**src/pkg/otp_cfg_pkg.sv**
```systemverilog
// What this block does
// - Hold 32-bit traceability word: low 13 bits device index, upper bits lot.
// - Traceability word is covered by the factory area checksum.
// - Traceability word identifies only; it steers no operating behaviour.
// - Range register at 0x04 is read-only: bits 7..3 read 00100, bits 2..0 range.
// - Range codes 001/011/101/111 mean 60/120/240/480 g; even codes reserved.
// - Initialization reports range as four bits: 0001,0111,0010,1000,0011,1001,0100,1010.
// - User config at 0x05 is writable, defaults zero, fields lock down to baud.
// - Lock written one at execute programming: program, read back, refuse later writes.
// - Once locked, error checking of the user array is switched on.
// - PCM enable one passes modulated signal; zero drives the output low.
// - Outside daisy chain, pulldown only when pulldown enable is one.
// - Daisy chain: pulldown on while unaddressed; else after run and address 001 (code also requires pulldown enable one).
// - Latency bit zero times from sync pulse, one from the time slot.
// - Data size bit zero gives 10 data bits, one gives 8.
// - After accepted sync, ignore syncs per blanking bit rule.
// - Checksum select zero is even parity, one is three-bit CRC.
// - Baud bit zero gives 125 kBaud, one gives 190.5 kBaud.
// - User locations programmable and all registers readable over the PSI5 link.
//
// Shared constants and types of the configuration bank.
// Assumes a single 20 MHz clock for every user of it.
package otp_cfg_pkg;

  // Register byte addresses
  localparam logic [7:0] ADDR_TRACE0  = 8'h00;
  localparam logic [7:0] ADDR_TRACE3  = 8'h03;
  localparam logic [7:0] ADDR_RANGE   = 8'h04;
  localparam logic [7:0] ADDR_USER    = 8'h05;

  // Reset values and fixed pattern
  localparam logic [7:0] RANGE_RESET  = 8'h20;
  localparam logic [4:0] RANGE_FIXED  = 5'h04;
  localparam logic [7:0] USER_RESET   = 8'h00;
  localparam int         TRACE_IDX_W  = 13;
  localparam logic [31:0] TRACE_DFLT  = 32'h0000_2001;

  // Field positions in the user configuration byte
  localparam int POS_LOCK    = 7;
  localparam int POS_PCM     = 6;
  localparam int POS_PULLDN  = 5;
  localparam int POS_LATENCY = 4;
  localparam int POS_LEN8    = 3;
  localparam int POS_BLANK   = 2;
  localparam int POS_CRC     = 1;
  localparam int POS_BAUD    = 0;

  // Response data lengths
  localparam logic [3:0] LEN_LONG  = 4'hA;
  localparam logic [3:0] LEN_SHORT = 4'h8;

  // Timing in native units, cycles derived from the clock
  localparam int CLK_HZ         = 20000000;
  localparam int BAUD_LOW_HZ    = 125000;
  localparam int BAUD_HIGH_MHZ  = 190500000;
  localparam logic [7:0] BIT_CYC_LOW  = 8'(CLK_HZ / BAUD_LOW_HZ);
  localparam logic [7:0] BIT_CYC_HIGH = 8'((64'(CLK_HZ) * 1000) / BAUD_HIGH_MHZ);
  localparam int BLANK_TIME_NS  = 100000;
  localparam int CLK_PERIOD_NS  = 50;
  localparam int BLANK_CYC      = BLANK_TIME_NS / CLK_PERIOD_NS;
  localparam int PROG_TIME_NS   = 1000;
  localparam logic [7:0] PROG_CYC = 8'((PROG_TIME_NS + CLK_PERIOD_NS - 1) / CLK_PERIOD_NS);

  // Range code to initialization data word
  localparam logic [3:0] INIT_RANGE_MAP [8] = '{4'h1, 4'h7, 4'h2, 4'h8, 4'h3, 4'h9, 4'h4, 4'hA};

  // Bank sequencing
  typedef enum logic [2:0] {ST_LOAD_FACT, ST_LOAD_USER, ST_IDLE, ST_PROGRAM, ST_READOUT} bank_state_t;

  // Decoded working configuration
  typedef struct packed {
    logic       lock;
    logic       pcm_en;
    logic       pulldown_en;
    logic       latency_slot;
    logic       len8;
    logic       blank_slot;
    logic       crc_sel;
    logic       baud_high;
  } link_cfg_t;

endpackage

```
**src/logic/otp_config_bank.sv**
```systemverilog
// Configuration bank: factory traceability and range bytes, user link byte.
// Assumes the PSI5 command decoder and response logic run on CLK and give
// one-cycle request pulses; nonvolatile cells are modelled as held registers.
// Reserved range codes are kept and reported unchanged; nothing here rejects them.
// Outputs stay safe (PCM low, no pulldown) until the load finishes.
`timescale 1ns/1ps
module otp_config_bank #(
  parameter logic [31:0] TRACE_WORD      = otp_cfg_pkg::TRACE_DFLT,
  parameter logic [2:0]  FULL_SCALE      = 3'h1,
  parameter logic [7:0]  USER_OTP_INIT   = otp_cfg_pkg::USER_RESET,
  parameter int          BLANK_CYCLES    = otp_cfg_pkg::BLANK_CYC
) (
  // Clock and reset
  input  wire logic                    CLK,
  input  wire logic                    RSTN,
  // Register access from the PSI5 command decoder
  input  wire logic [7:0]              REG_ADDR,
  input  wire logic                    REG_WR,
  input  wire logic [7:0]              REG_WDATA,
  input  wire logic                    REG_RD,
  output logic      [7:0]              REG_RDATA,
  output logic                         REG_RVALID,
  output logic                         REG_WR_REFUSED,
  // Programming command
  input  wire logic                    PROG_EXEC,
  output logic                         PROG_BUSY,
  // Daisy chain status
  input  wire logic                    DAISY_MODE,
  input  wire logic                    CHAIN_ADDR_VALID,
  input  wire logic                    RUN_CMD_SEEN,
  input  wire logic [2:0]              CHAIN_ADDR,
  // Sync pulses and response timing
  input  wire logic                    SYNC_DETECTED,
  input  wire logic                    RESPONSE_DONE,
  output logic                         SYNC_ACCEPT,
  output logic                         SYNC_PULLDOWN_EN,
  // PCM output path
  input  wire logic                    PCM_MOD,
  output logic                         PCM_OUT,
  // Working configuration
  output otp_cfg_pkg::link_cfg_t       CFG,
  output logic                         CFG_VALID,
  output logic      [3:0]              DATA_BITS,
  output logic      [7:0]              BIT_CYCLES,
  output logic      [3:0]              INIT_RANGE_CODE,
  // Integrity checking
  output logic                         FACTORY_CHECK_OK,
  output logic                         USER_CHECK_EN,
  output logic                         USER_CHECK_OK
);

  // Four traceability bytes plus the range byte
  localparam int NFACT = 5;
  // Blanking counter spans the whole fixed time
  localparam int BW    = $clog2(BLANK_CYCLES + 1);

  // Factory array: four traceability bytes then the range byte
  logic [7:0] fact_mem [NFACT];
  logic [7:0] fact_sum;

  // Bank state
  otp_cfg_pkg::bank_state_t state_reg, state_next;
  logic [7:0] otp_user_reg, otp_user_next;   // stored user cell
  logic       otp_par_reg, otp_par_next;     // stored parity of user cell
  logic [7:0] pend_reg, pend_next;           // value awaiting programming
  logic [7:0] work_reg, work_next;           // working configuration
  logic [7:0] range_reg, range_next;         // working range byte
  logic [7:0] sum_reg, sum_next;             // factory check accumulator
  logic [2:0] idx_reg, idx_next;
  logic [7:0] tmr_reg, tmr_next;
  logic       valid_reg, valid_next;
  logic       fok_reg, fok_next;

  // Register answers
  logic [7:0] rdata_reg, rdata_next;
  logic       rvalid_reg, rvalid_next;
  logic       refused_reg, refused_next;

  // Blanking
  logic          blank_reg, blank_next;
  logic          resp_reg, resp_next;
  logic [BW-1:0] bcnt_reg, bcnt_next;
  logic          accept_reg, accept_next;

  // Output path registers
  logic          pcm_reg, pcm_next;
  logic          pd_reg, pd_next;
  logic          pd_allow;
  logic [3:0]    init_word;

  // Field view of the working byte
  otp_cfg_pkg::link_cfg_t cfg_w;

  // Factory contents are mask constants; range upper bits are fixed
  always_comb begin
    for (int i = 0; i < 4; i++) begin
      fact_mem[i] = TRACE_WORD[8*i +: 8];
    end
    fact_mem[4] = {otp_cfg_pkg::RANGE_FIXED, FULL_SCALE};
  end

  // Reference sum over the whole factory area, traceability included
  always_comb begin
    fact_sum = 8'h00;
    for (int i = 0; i < NFACT; i++) begin
      fact_sum = fact_sum ^ fact_mem[i];
    end
  end

  // Working byte viewed as named fields
  assign cfg_w = otp_cfg_pkg::link_cfg_t'(work_reg);

  // Load, programming and readout sequencing
  // A write in the same cycle as PROG_EXEC still lands in pend_reg before
  // the burn, so the decoder needs no cycle between them.
  always_comb begin
    state_next    = state_reg;
    otp_user_next = otp_user_reg;
    otp_par_next  = otp_par_reg;
    pend_next     = pend_reg;
    work_next     = work_reg;
    range_next    = range_reg;
    sum_next      = sum_reg;
    idx_next      = idx_reg;
    tmr_next      = tmr_reg;
    valid_next    = valid_reg;
    fok_next      = fok_reg;
    refused_next  = 1'b0;
    case (state_reg)
      otp_cfg_pkg::ST_LOAD_FACT: begin
        // Walk the factory area before any field is trusted
        sum_next = sum_reg ^ fact_mem[idx_reg];
        if (idx_reg == 3'(NFACT - 1)) begin
          range_next = fact_mem[idx_reg];
          state_next = otp_cfg_pkg::ST_LOAD_USER;
        end else begin
          idx_next = idx_reg + 3'h1;
        end
      end
      otp_cfg_pkg::ST_LOAD_USER: begin
        // Factory verdict and user byte become valid together
        fok_next   = (sum_reg == fact_sum);
        work_next  = otp_user_reg;
        pend_next  = otp_user_reg;
        valid_next = 1'b1;
        state_next = otp_cfg_pkg::ST_IDLE;
      end
      otp_cfg_pkg::ST_IDLE: begin
        if (REG_WR) begin
          // Only the user byte takes writes, and only while unlocked
          if (REG_ADDR == otp_cfg_pkg::ADDR_USER && !work_reg[otp_cfg_pkg::POS_LOCK]) begin
            pend_next = REG_WDATA;
          end else begin
            refused_next = 1'b1;
          end
        end
        // Refused once locked; busy covers burn and readback
        if (PROG_EXEC) begin
          if (work_reg[otp_cfg_pkg::POS_LOCK]) begin
            refused_next = 1'b1;
          end else begin
            tmr_next   = otp_cfg_pkg::PROG_CYC;
            state_next = otp_cfg_pkg::ST_PROGRAM;
          end
        end
      end
      otp_cfg_pkg::ST_PROGRAM: begin
        // Burn the pending byte, lock bit with it
        if (REG_WR) begin
          refused_next = 1'b1;
        end
        if (tmr_reg == 8'h01) begin
          otp_user_next = pend_reg;
          otp_par_next  = ^pend_reg;
          state_next    = otp_cfg_pkg::ST_READOUT;
        end else begin
          tmr_next = tmr_reg - 8'h01;
        end
      end
      otp_cfg_pkg::ST_READOUT: begin
        // Readback makes the stored value the working one
        if (REG_WR) begin
          refused_next = 1'b1;
        end
        work_next  = otp_user_reg;
        pend_next  = otp_user_reg;
        state_next = otp_cfg_pkg::ST_IDLE;
      end
      default: begin
        state_next = otp_cfg_pkg::ST_LOAD_FACT;
      end
    endcase
  end

  // Register reads answer one cycle after the strobe
  // Reads are served in every state, load included
  always_comb begin
    rdata_next  = 8'h00;
    rvalid_next = REG_RD;
    if (REG_RD) begin
      if (REG_ADDR <= otp_cfg_pkg::ADDR_TRACE3) begin
        rdata_next = fact_mem[REG_ADDR[1:0]];
      end else if (REG_ADDR == otp_cfg_pkg::ADDR_RANGE) begin
        rdata_next = range_reg;
      end else if (REG_ADDR == otp_cfg_pkg::ADDR_USER) begin
        rdata_next = pend_reg;
      end else begin
        rdata_next = 8'h00;
      end
    end
  end

  // Sync blanking; nothing is accepted until configuration is loaded
  // Limitation: only RESPONSE_DONE ends blanking, so the response path
  // must report every response it owes.
  always_comb begin
    blank_next  = blank_reg;
    resp_next   = resp_reg;
    bcnt_next   = bcnt_reg;
    accept_next = 1'b0;
    if (!blank_reg) begin
      if (SYNC_DETECTED && valid_reg) begin
        accept_next = 1'b1;
        blank_next  = 1'b1;
        resp_next   = 1'b0;
        bcnt_next   = BW'(BLANK_CYCLES);
      end
    end else begin
      if (bcnt_reg != '0) begin
        bcnt_next = bcnt_reg - BW'(1);
      end
      if (RESPONSE_DONE) begin
        resp_next = 1'b1;
      end
      // Slot mode waits for the response only; else the longer of both
      if (cfg_w.blank_slot) begin
        blank_next = !(resp_reg || RESPONSE_DONE);
      end else begin
        blank_next = !((resp_reg || RESPONSE_DONE) && bcnt_reg <= BW'(1));
      end
    end
  end

  // Output pins held safe until loaded values are in place
  always_comb begin
    if (!valid_reg) begin
      pcm_next = 1'b0;
      pd_next  = 1'b0;
    end else begin
      // Disabled PCM drives low rather than floating
      pcm_next = cfg_w.pcm_en ? PCM_MOD : 1'b0;
      pd_next  = pd_allow;
    end
  end

  // Pulldown permission from the loaded enable
  sync_pulldown_ctrl u_pulldown (
    .sync_pulldown_enable (cfg_w.pulldown_en),
    .daisy_mode           (DAISY_MODE),
    .chain_addr_valid     (CHAIN_ADDR_VALID),
    .run_cmd_seen         (RUN_CMD_SEEN),
    .chain_addr           (CHAIN_ADDR),
    .pulldown_allow       (pd_allow)
  );

  // Initialization word from the working range byte
  // Even codes are reserved but still mapped, so the word is never unknown
  range_code_map u_range_map (
    .full_scale_code (range_reg[2:0]),
    .init_word       (init_word)
  );

  // State registers
  always_ff @(posedge CLK or negedge RSTN) begin
    if (!RSTN) begin
      state_reg    <= otp_cfg_pkg::ST_LOAD_FACT;
      otp_user_reg <= USER_OTP_INIT;
      otp_par_reg  <= ^USER_OTP_INIT;
      pend_reg     <= otp_cfg_pkg::USER_RESET;
      work_reg     <= otp_cfg_pkg::USER_RESET;
      range_reg    <= otp_cfg_pkg::RANGE_RESET;
      sum_reg      <= 8'h00;
      idx_reg      <= 3'h0;
      tmr_reg      <= 8'h00;
      valid_reg    <= 1'b0;
      fok_reg      <= 1'b0;
      rdata_reg    <= 8'h00;
      rvalid_reg   <= 1'b0;
      refused_reg  <= 1'b0;
      blank_reg    <= 1'b0;
      resp_reg     <= 1'b0;
      bcnt_reg     <= '0;
      accept_reg   <= 1'b0;
      pcm_reg      <= 1'b0;
      pd_reg       <= 1'b0;
    end else begin
      state_reg    <= state_next;
      otp_user_reg <= otp_user_next;
      otp_par_reg  <= otp_par_next;
      pend_reg     <= pend_next;
      work_reg     <= work_next;
      range_reg    <= range_next;
      sum_reg      <= sum_next;
      idx_reg      <= idx_next;
      tmr_reg      <= tmr_next;
      valid_reg    <= valid_next;
      fok_reg      <= fok_next;
      rdata_reg    <= rdata_next;
      rvalid_reg   <= rvalid_next;
      refused_reg  <= refused_next;
      blank_reg    <= blank_next;
      resp_reg     <= resp_next;
      bcnt_reg     <= bcnt_next;
      accept_reg   <= accept_next;
      pcm_reg      <= pcm_next;
      pd_reg       <= pd_next;
    end
  end

  // Traceability bytes feed only reads and the check, never configuration
  assign REG_RDATA        = rdata_reg;
  assign REG_RVALID       = rvalid_reg;
  assign REG_WR_REFUSED   = refused_reg;
  assign PROG_BUSY        = (state_reg == otp_cfg_pkg::ST_PROGRAM) || (state_reg == otp_cfg_pkg::ST_READOUT);
  assign SYNC_ACCEPT      = accept_reg;
  assign SYNC_PULLDOWN_EN = pd_reg;
  assign PCM_OUT          = pcm_reg;
  assign CFG              = cfg_w;
  assign CFG_VALID        = valid_reg;
  assign FACTORY_CHECK_OK = fok_reg;

  // Field decodes for the response path
  assign DATA_BITS  = cfg_w.len8 ? otp_cfg_pkg::LEN_SHORT : otp_cfg_pkg::LEN_LONG;
  assign BIT_CYCLES = cfg_w.baud_high ? otp_cfg_pkg::BIT_CYC_HIGH : otp_cfg_pkg::BIT_CYC_LOW;
  assign INIT_RANGE_CODE = init_word;

  // User array checking switches on with the lock
  assign USER_CHECK_EN = work_reg[otp_cfg_pkg::POS_LOCK];
  // Disagrees only if a stored cell changes after its burn
  assign USER_CHECK_OK = !USER_CHECK_EN || (otp_par_reg == ^otp_user_reg);

endmodule

```
**src/logic/range_code_map.sv**
```systemverilog
// Maps the three-bit full-scale code to the four-bit initialization word.
// Assumes the code is stable; purely combinational.
`timescale 1ns/1ps
module range_code_map (
  // Range code in
  input  wire logic [2:0] full_scale_code,
  // Initialization word out
  output logic      [3:0] init_word
);

  // Table lookup, reserved codes included
  always_comb begin
    init_word = otp_cfg_pkg::INIT_RANGE_MAP[full_scale_code];
  end

endmodule

```
**src/logic/sync_pulldown_ctrl.sv**
```systemverilog
// Decides whether the sync pulse pulldown may be applied.
// Assumes chain address and run status come from same-clock link logic.
`timescale 1ns/1ps
module sync_pulldown_ctrl (
  // Configuration
  input  wire logic       sync_pulldown_enable,
  input  wire logic       daisy_mode,
  // Daisy chain status
  input  wire logic       chain_addr_valid,
  input  wire logic       run_cmd_seen,
  input  wire logic [2:0] chain_addr,
  // Permission out
  output logic            pulldown_allow
);

  localparam logic [2:0] FIRST_ADDR = 3'h1;

  // With the enable set, chain members pull down while unaddressed, then only after run at the first node
  always_comb begin
    if (!sync_pulldown_enable) begin
      pulldown_allow = 1'b0;
    end else if (!daisy_mode) begin
      pulldown_allow = 1'b1;
    end else if (!chain_addr_valid) begin
      pulldown_allow = 1'b1;
    end else begin
      pulldown_allow = run_cmd_seen && (chain_addr == FIRST_ADDR);
    end
  end

endmodule

```
**config.mk**
```make
export PLATFORM = sky130hd
export DESIGN_NAME = otp_config_bank
export DESIGN_NICKNAME = d
export VERILOG_FILES = /design/src/pkg/otp_cfg_pkg.sv /design/src/logic/otp_config_bank.sv /design/src/logic/range_code_map.sv /design/src/logic/sync_pulldown_ctrl.sv
export SDC_FILE = /design/constraint.sdc
export NUM_CORES = 1
export LEC_CHECK = 0
export BUFFER_PORTS_ARGS = -buffer_cell sky130_fd_sc_hd__clkbuf_2
export CORE_MARGIN = 1
export CORE_UTILIZATION = 59
export CTS_CLUSTER_SIZE = 40
export DETAILED_ROUTE_END_ITERATION = 6
export PLACE_DENSITY_LB_ADDON = 0.25
export SYNTH_ARGS = -nofsm -noshare
export SYNTH_HDL_FRONTEND = slang
export SYNTH_SLANG_ARGS = --single-unit
```
**constraint.sdc**
```tcl
create_clock -name CLK -period 4.2 [get_ports CLK]
set_input_delay 0.42 -clock CLK [delete_from_list [all_inputs] [get_ports CLK]]
set_output_delay 0.42 -clock CLK [all_outputs]
set_load 0.02 [all_outputs]
```
==> flow_summary.yaml <==
die:
  dieArea_sq_um: 6280
  start_util: 0.625
  die_h_um: 79.3
  die_x_um: 79.3
  core-area_sq_um: 5640
  rows: 27
  io_pins: 72
final_layout:
  fin_nets: 413
  drive_gt1_frac: 0.303
  largest_reg_flops: 11
  multiInputGateArea_sq_um: 1580
  antenna_cells: 0
  n_fill_cell: 426
  areaGrowthSynthToFinish_pct: 14.6
  seq_area_sq_um: 1780
  finalInstanceArea_sq_um: 4040
timing:
  final_hold_viol_count: 0
  max_slew.worst_pin.slew_ns: 0.951
  rsz0062_at_grt: "no"
  period_share: 0.543
  relSlewSlack: 0.366
  hold_ws_ns: 0.225
  fin_worst_skew_ns: 0.00602
  fmax_mhz: 439
  setup_viol: 0
  worst_slack_ns: 1.92
  slew_violations: 0
  finalSetupTns_ns: 0
  layout_min_cycle_time_ns: 2.28
clock_network:
  clk_pin_slew_ns: 0.08
  cts_resized: 0
  cts_tree: "done"
  htreeDepth: 3
  cts.hold.buffers_added: 0
  clockBufferDepth: 2
  cts_sinks: 71
  clk_latency_ns: 0.34
  post_cts_buffers: 0
  cts_buffers: 9
  clockRootBuffer: "clkbuf_8"
power_and_ir_drop:
  p_leak_nw: 1.89
  power.density_nw_per_um2: 739
  total_power_mw: 2.98
  ir_worst_vdd_v: 0.000392
logic_synthesis:
  synth_ff_type: "dfrtp_1"
  synthSimpleGateAreaFrac: 0.153
  synth_edf_count: 0
  async_flop_share: 1.00
  syn_area_sq_um: 3520
  yosys_warnings: 0
  synth_cells: 318
  yosysSeqAreaShare: 0.505
  synthMuxAreaShare: 0.0991
  avgSynthCellArea_sq_um: 11.1
  synth_cell_types: 48
  synthXorXnorAreaFrac: 0.0586
  synthAdderAreaFrac: 0.0284
  synth_top_family_by_area: "simple AND/OR/NAND/NOR gates"
  synth_compound_area_frac: 0.0991
  ys_seq_elements: 71
global_routing:
  grt_usage: 0.241
  grt_pass1_wl_um: 11400
  grt_pass1_vias: 2418
  grt_overflow: 0
  grt_start_max_net_pins: 46
  antenna_found_initial: 0
critical_path:
  critPathBufInv: 0
  critical_path.max_stage_delay_ns: 0.72
  path_cells: "xnor2_1, nor2_2, mux2_2, mux2_2"
  crit_slowest_cell: "nor2_2"
  arrival_ns: 2.50
  cp_max_fo: 18
  crit_family: "simple AND/OR/NAND/NOR gates"
  cp_common_cell: "mux2_2"
  critPathKind: "reg2reg"
  setup.worst_path.start_class: "register"
  cp-end-kind: "register"
  crit_required_ns: 4.42
route:
  drt.antenna.violating_nets: 0
  dr.first_iter.drc_count: 70
  post_drt_via_cell_ratio: 5.63
  dr.pass1.iters: 4
  wl_um: 6840
  drc: 0
  drt-wirelength-per-cell_um: 15.1
  via_count: 2543
placement:
  pre_cts_ws_ns: 1.97
  post_dp_cell_area_sq_um: 3800
  routabilityCongestion: 0.820
  io_buffers: 61
  dp_hpwl_um: 4780
job:
  drv_cap: 0
worst_hold_path:
  min-delay-path-class: "in2async"
run_status:
  status: "complete, no violations"
[cell type report]
type	count	area share
sequential	71	0.440
multi-input combinational	220	0.391
timing repair buffer	62	0.0774
clock buffer	10	0.0316
clock inverter	6	0.0270
tap	72	0.0223
inverter	11	0.0102
[cell families (layout without fill, tap and decap cells)]
kind of cell | after synthesis | after routing
xor+xnor | 22 | 22
simple gates | 97 | 97
compound gates | 52 | 52
flops | 71 | 71
other cells | 2 | 10
fa+ha+maj | 8 | 8
buf+inv | 35 | 89
mux | 31 | 31
[metrics by stage]
stage / utilization / std cells
final: 0.716 / 452
after global routing: 0.716 / 452
after CTS: 0.716 / 452
after detailed placement: 0.674 / 436
after global placement: 0.674 / 436
after floorplan: - / 326
[routing by layer]
layer | vias up | routed length [um] | global-route usage
li1 | 1225 | - | -
met1 | 1214 | 3030 | 0.312
met2 | 90 | 3320 | 0.385
met3 | 14 | 358 | 0.0494
met4 | 0 | 138 | 0.115
met5 | - | 0 | 0
[cell usage after synthesis, drive strengths merged (2+ instances only)]
| library cell | n | area (sq um) |
|---|---|---|
| dfrtp | 70 | 1750 |
| mux2 | 31 | 349 |
| nand2 | 20 | 75.1 |
| o21ai | 20 | 100 |
| buf | 19 | 135 |
| xnor2 | 17 | 149 |
| nor2 | 15 | 58.8 |
| inv | 11 | 41.3 |
| a21oi | 10 | 50.1 |
| nand3 | 9 | 45.0 |
| ha | 8 | 100 |
| o31ai | 8 | 60.1 |
| or3 | 8 | 50.1 |
| and2 | 7 | 43.8 |
| or4 | 7 | 52.6 |
| clkbuf | 5 | 18.8 |
| nor3 | 5 | 25.0 |
| nor4 | 5 | 31.3 |
| and3 | 4 | 25.0 |
| nor2b | 4 | 25.0 |
| xor2 | 4 | 35.0 |
| a31oi | 3 | 18.8 |
| nand2b | 3 | 18.8 |
| nand4 | 3 | 18.8 |
| conb | 2 | 7.51 |
| nor4b | 2 | 23.8 |
| o31a | 2 | 18.8 |
[path summary, 6_finish.rpt]
path | endpoint | from | slack, ns | cells past startpoint
setup / recovery | pend_reg[4] | state_reg[0] | 1.92 | 4
hold / removal | CFG_VALID | RSTN | 0.23 | 1
setup reg to reg | pend_reg[4] | state_reg[0] | 1.92 | 4
hold reg to reg | sum_reg[0] | sum_reg[0] | 0.49 | 1
max in group asynchronous | range_reg[5] | RSTN | 3.02 | 2
min in group CLK | REG_RVALID | REG_RD | 0.24 | 1
[placed cells by master, fill, tap and decap left out, types with 10 or more instances in the layout]
cell | synthesis | final
a21oi_1 | 10 | 10
clkbuf_2 | 0 | 60
conb_1 | 2 | 10
dfrtp_1 | 70 | 70
inv_1 | 11 | 11
mux2_2 | 31 | 31
nand2_1 | 20 | 20
nor2_1 | 14 | 14
o21ai_0 | 19 | 19
xnor2_1 | 17 | 17
[power by group]
part / internal (mW) / switching [mW]
Combinational: 0.561 / 0.570
Sequential: 0.926 / 0.281
Clock: 0.394 / 0.251
No activity file was read; power rests on OpenSTA's default activity.
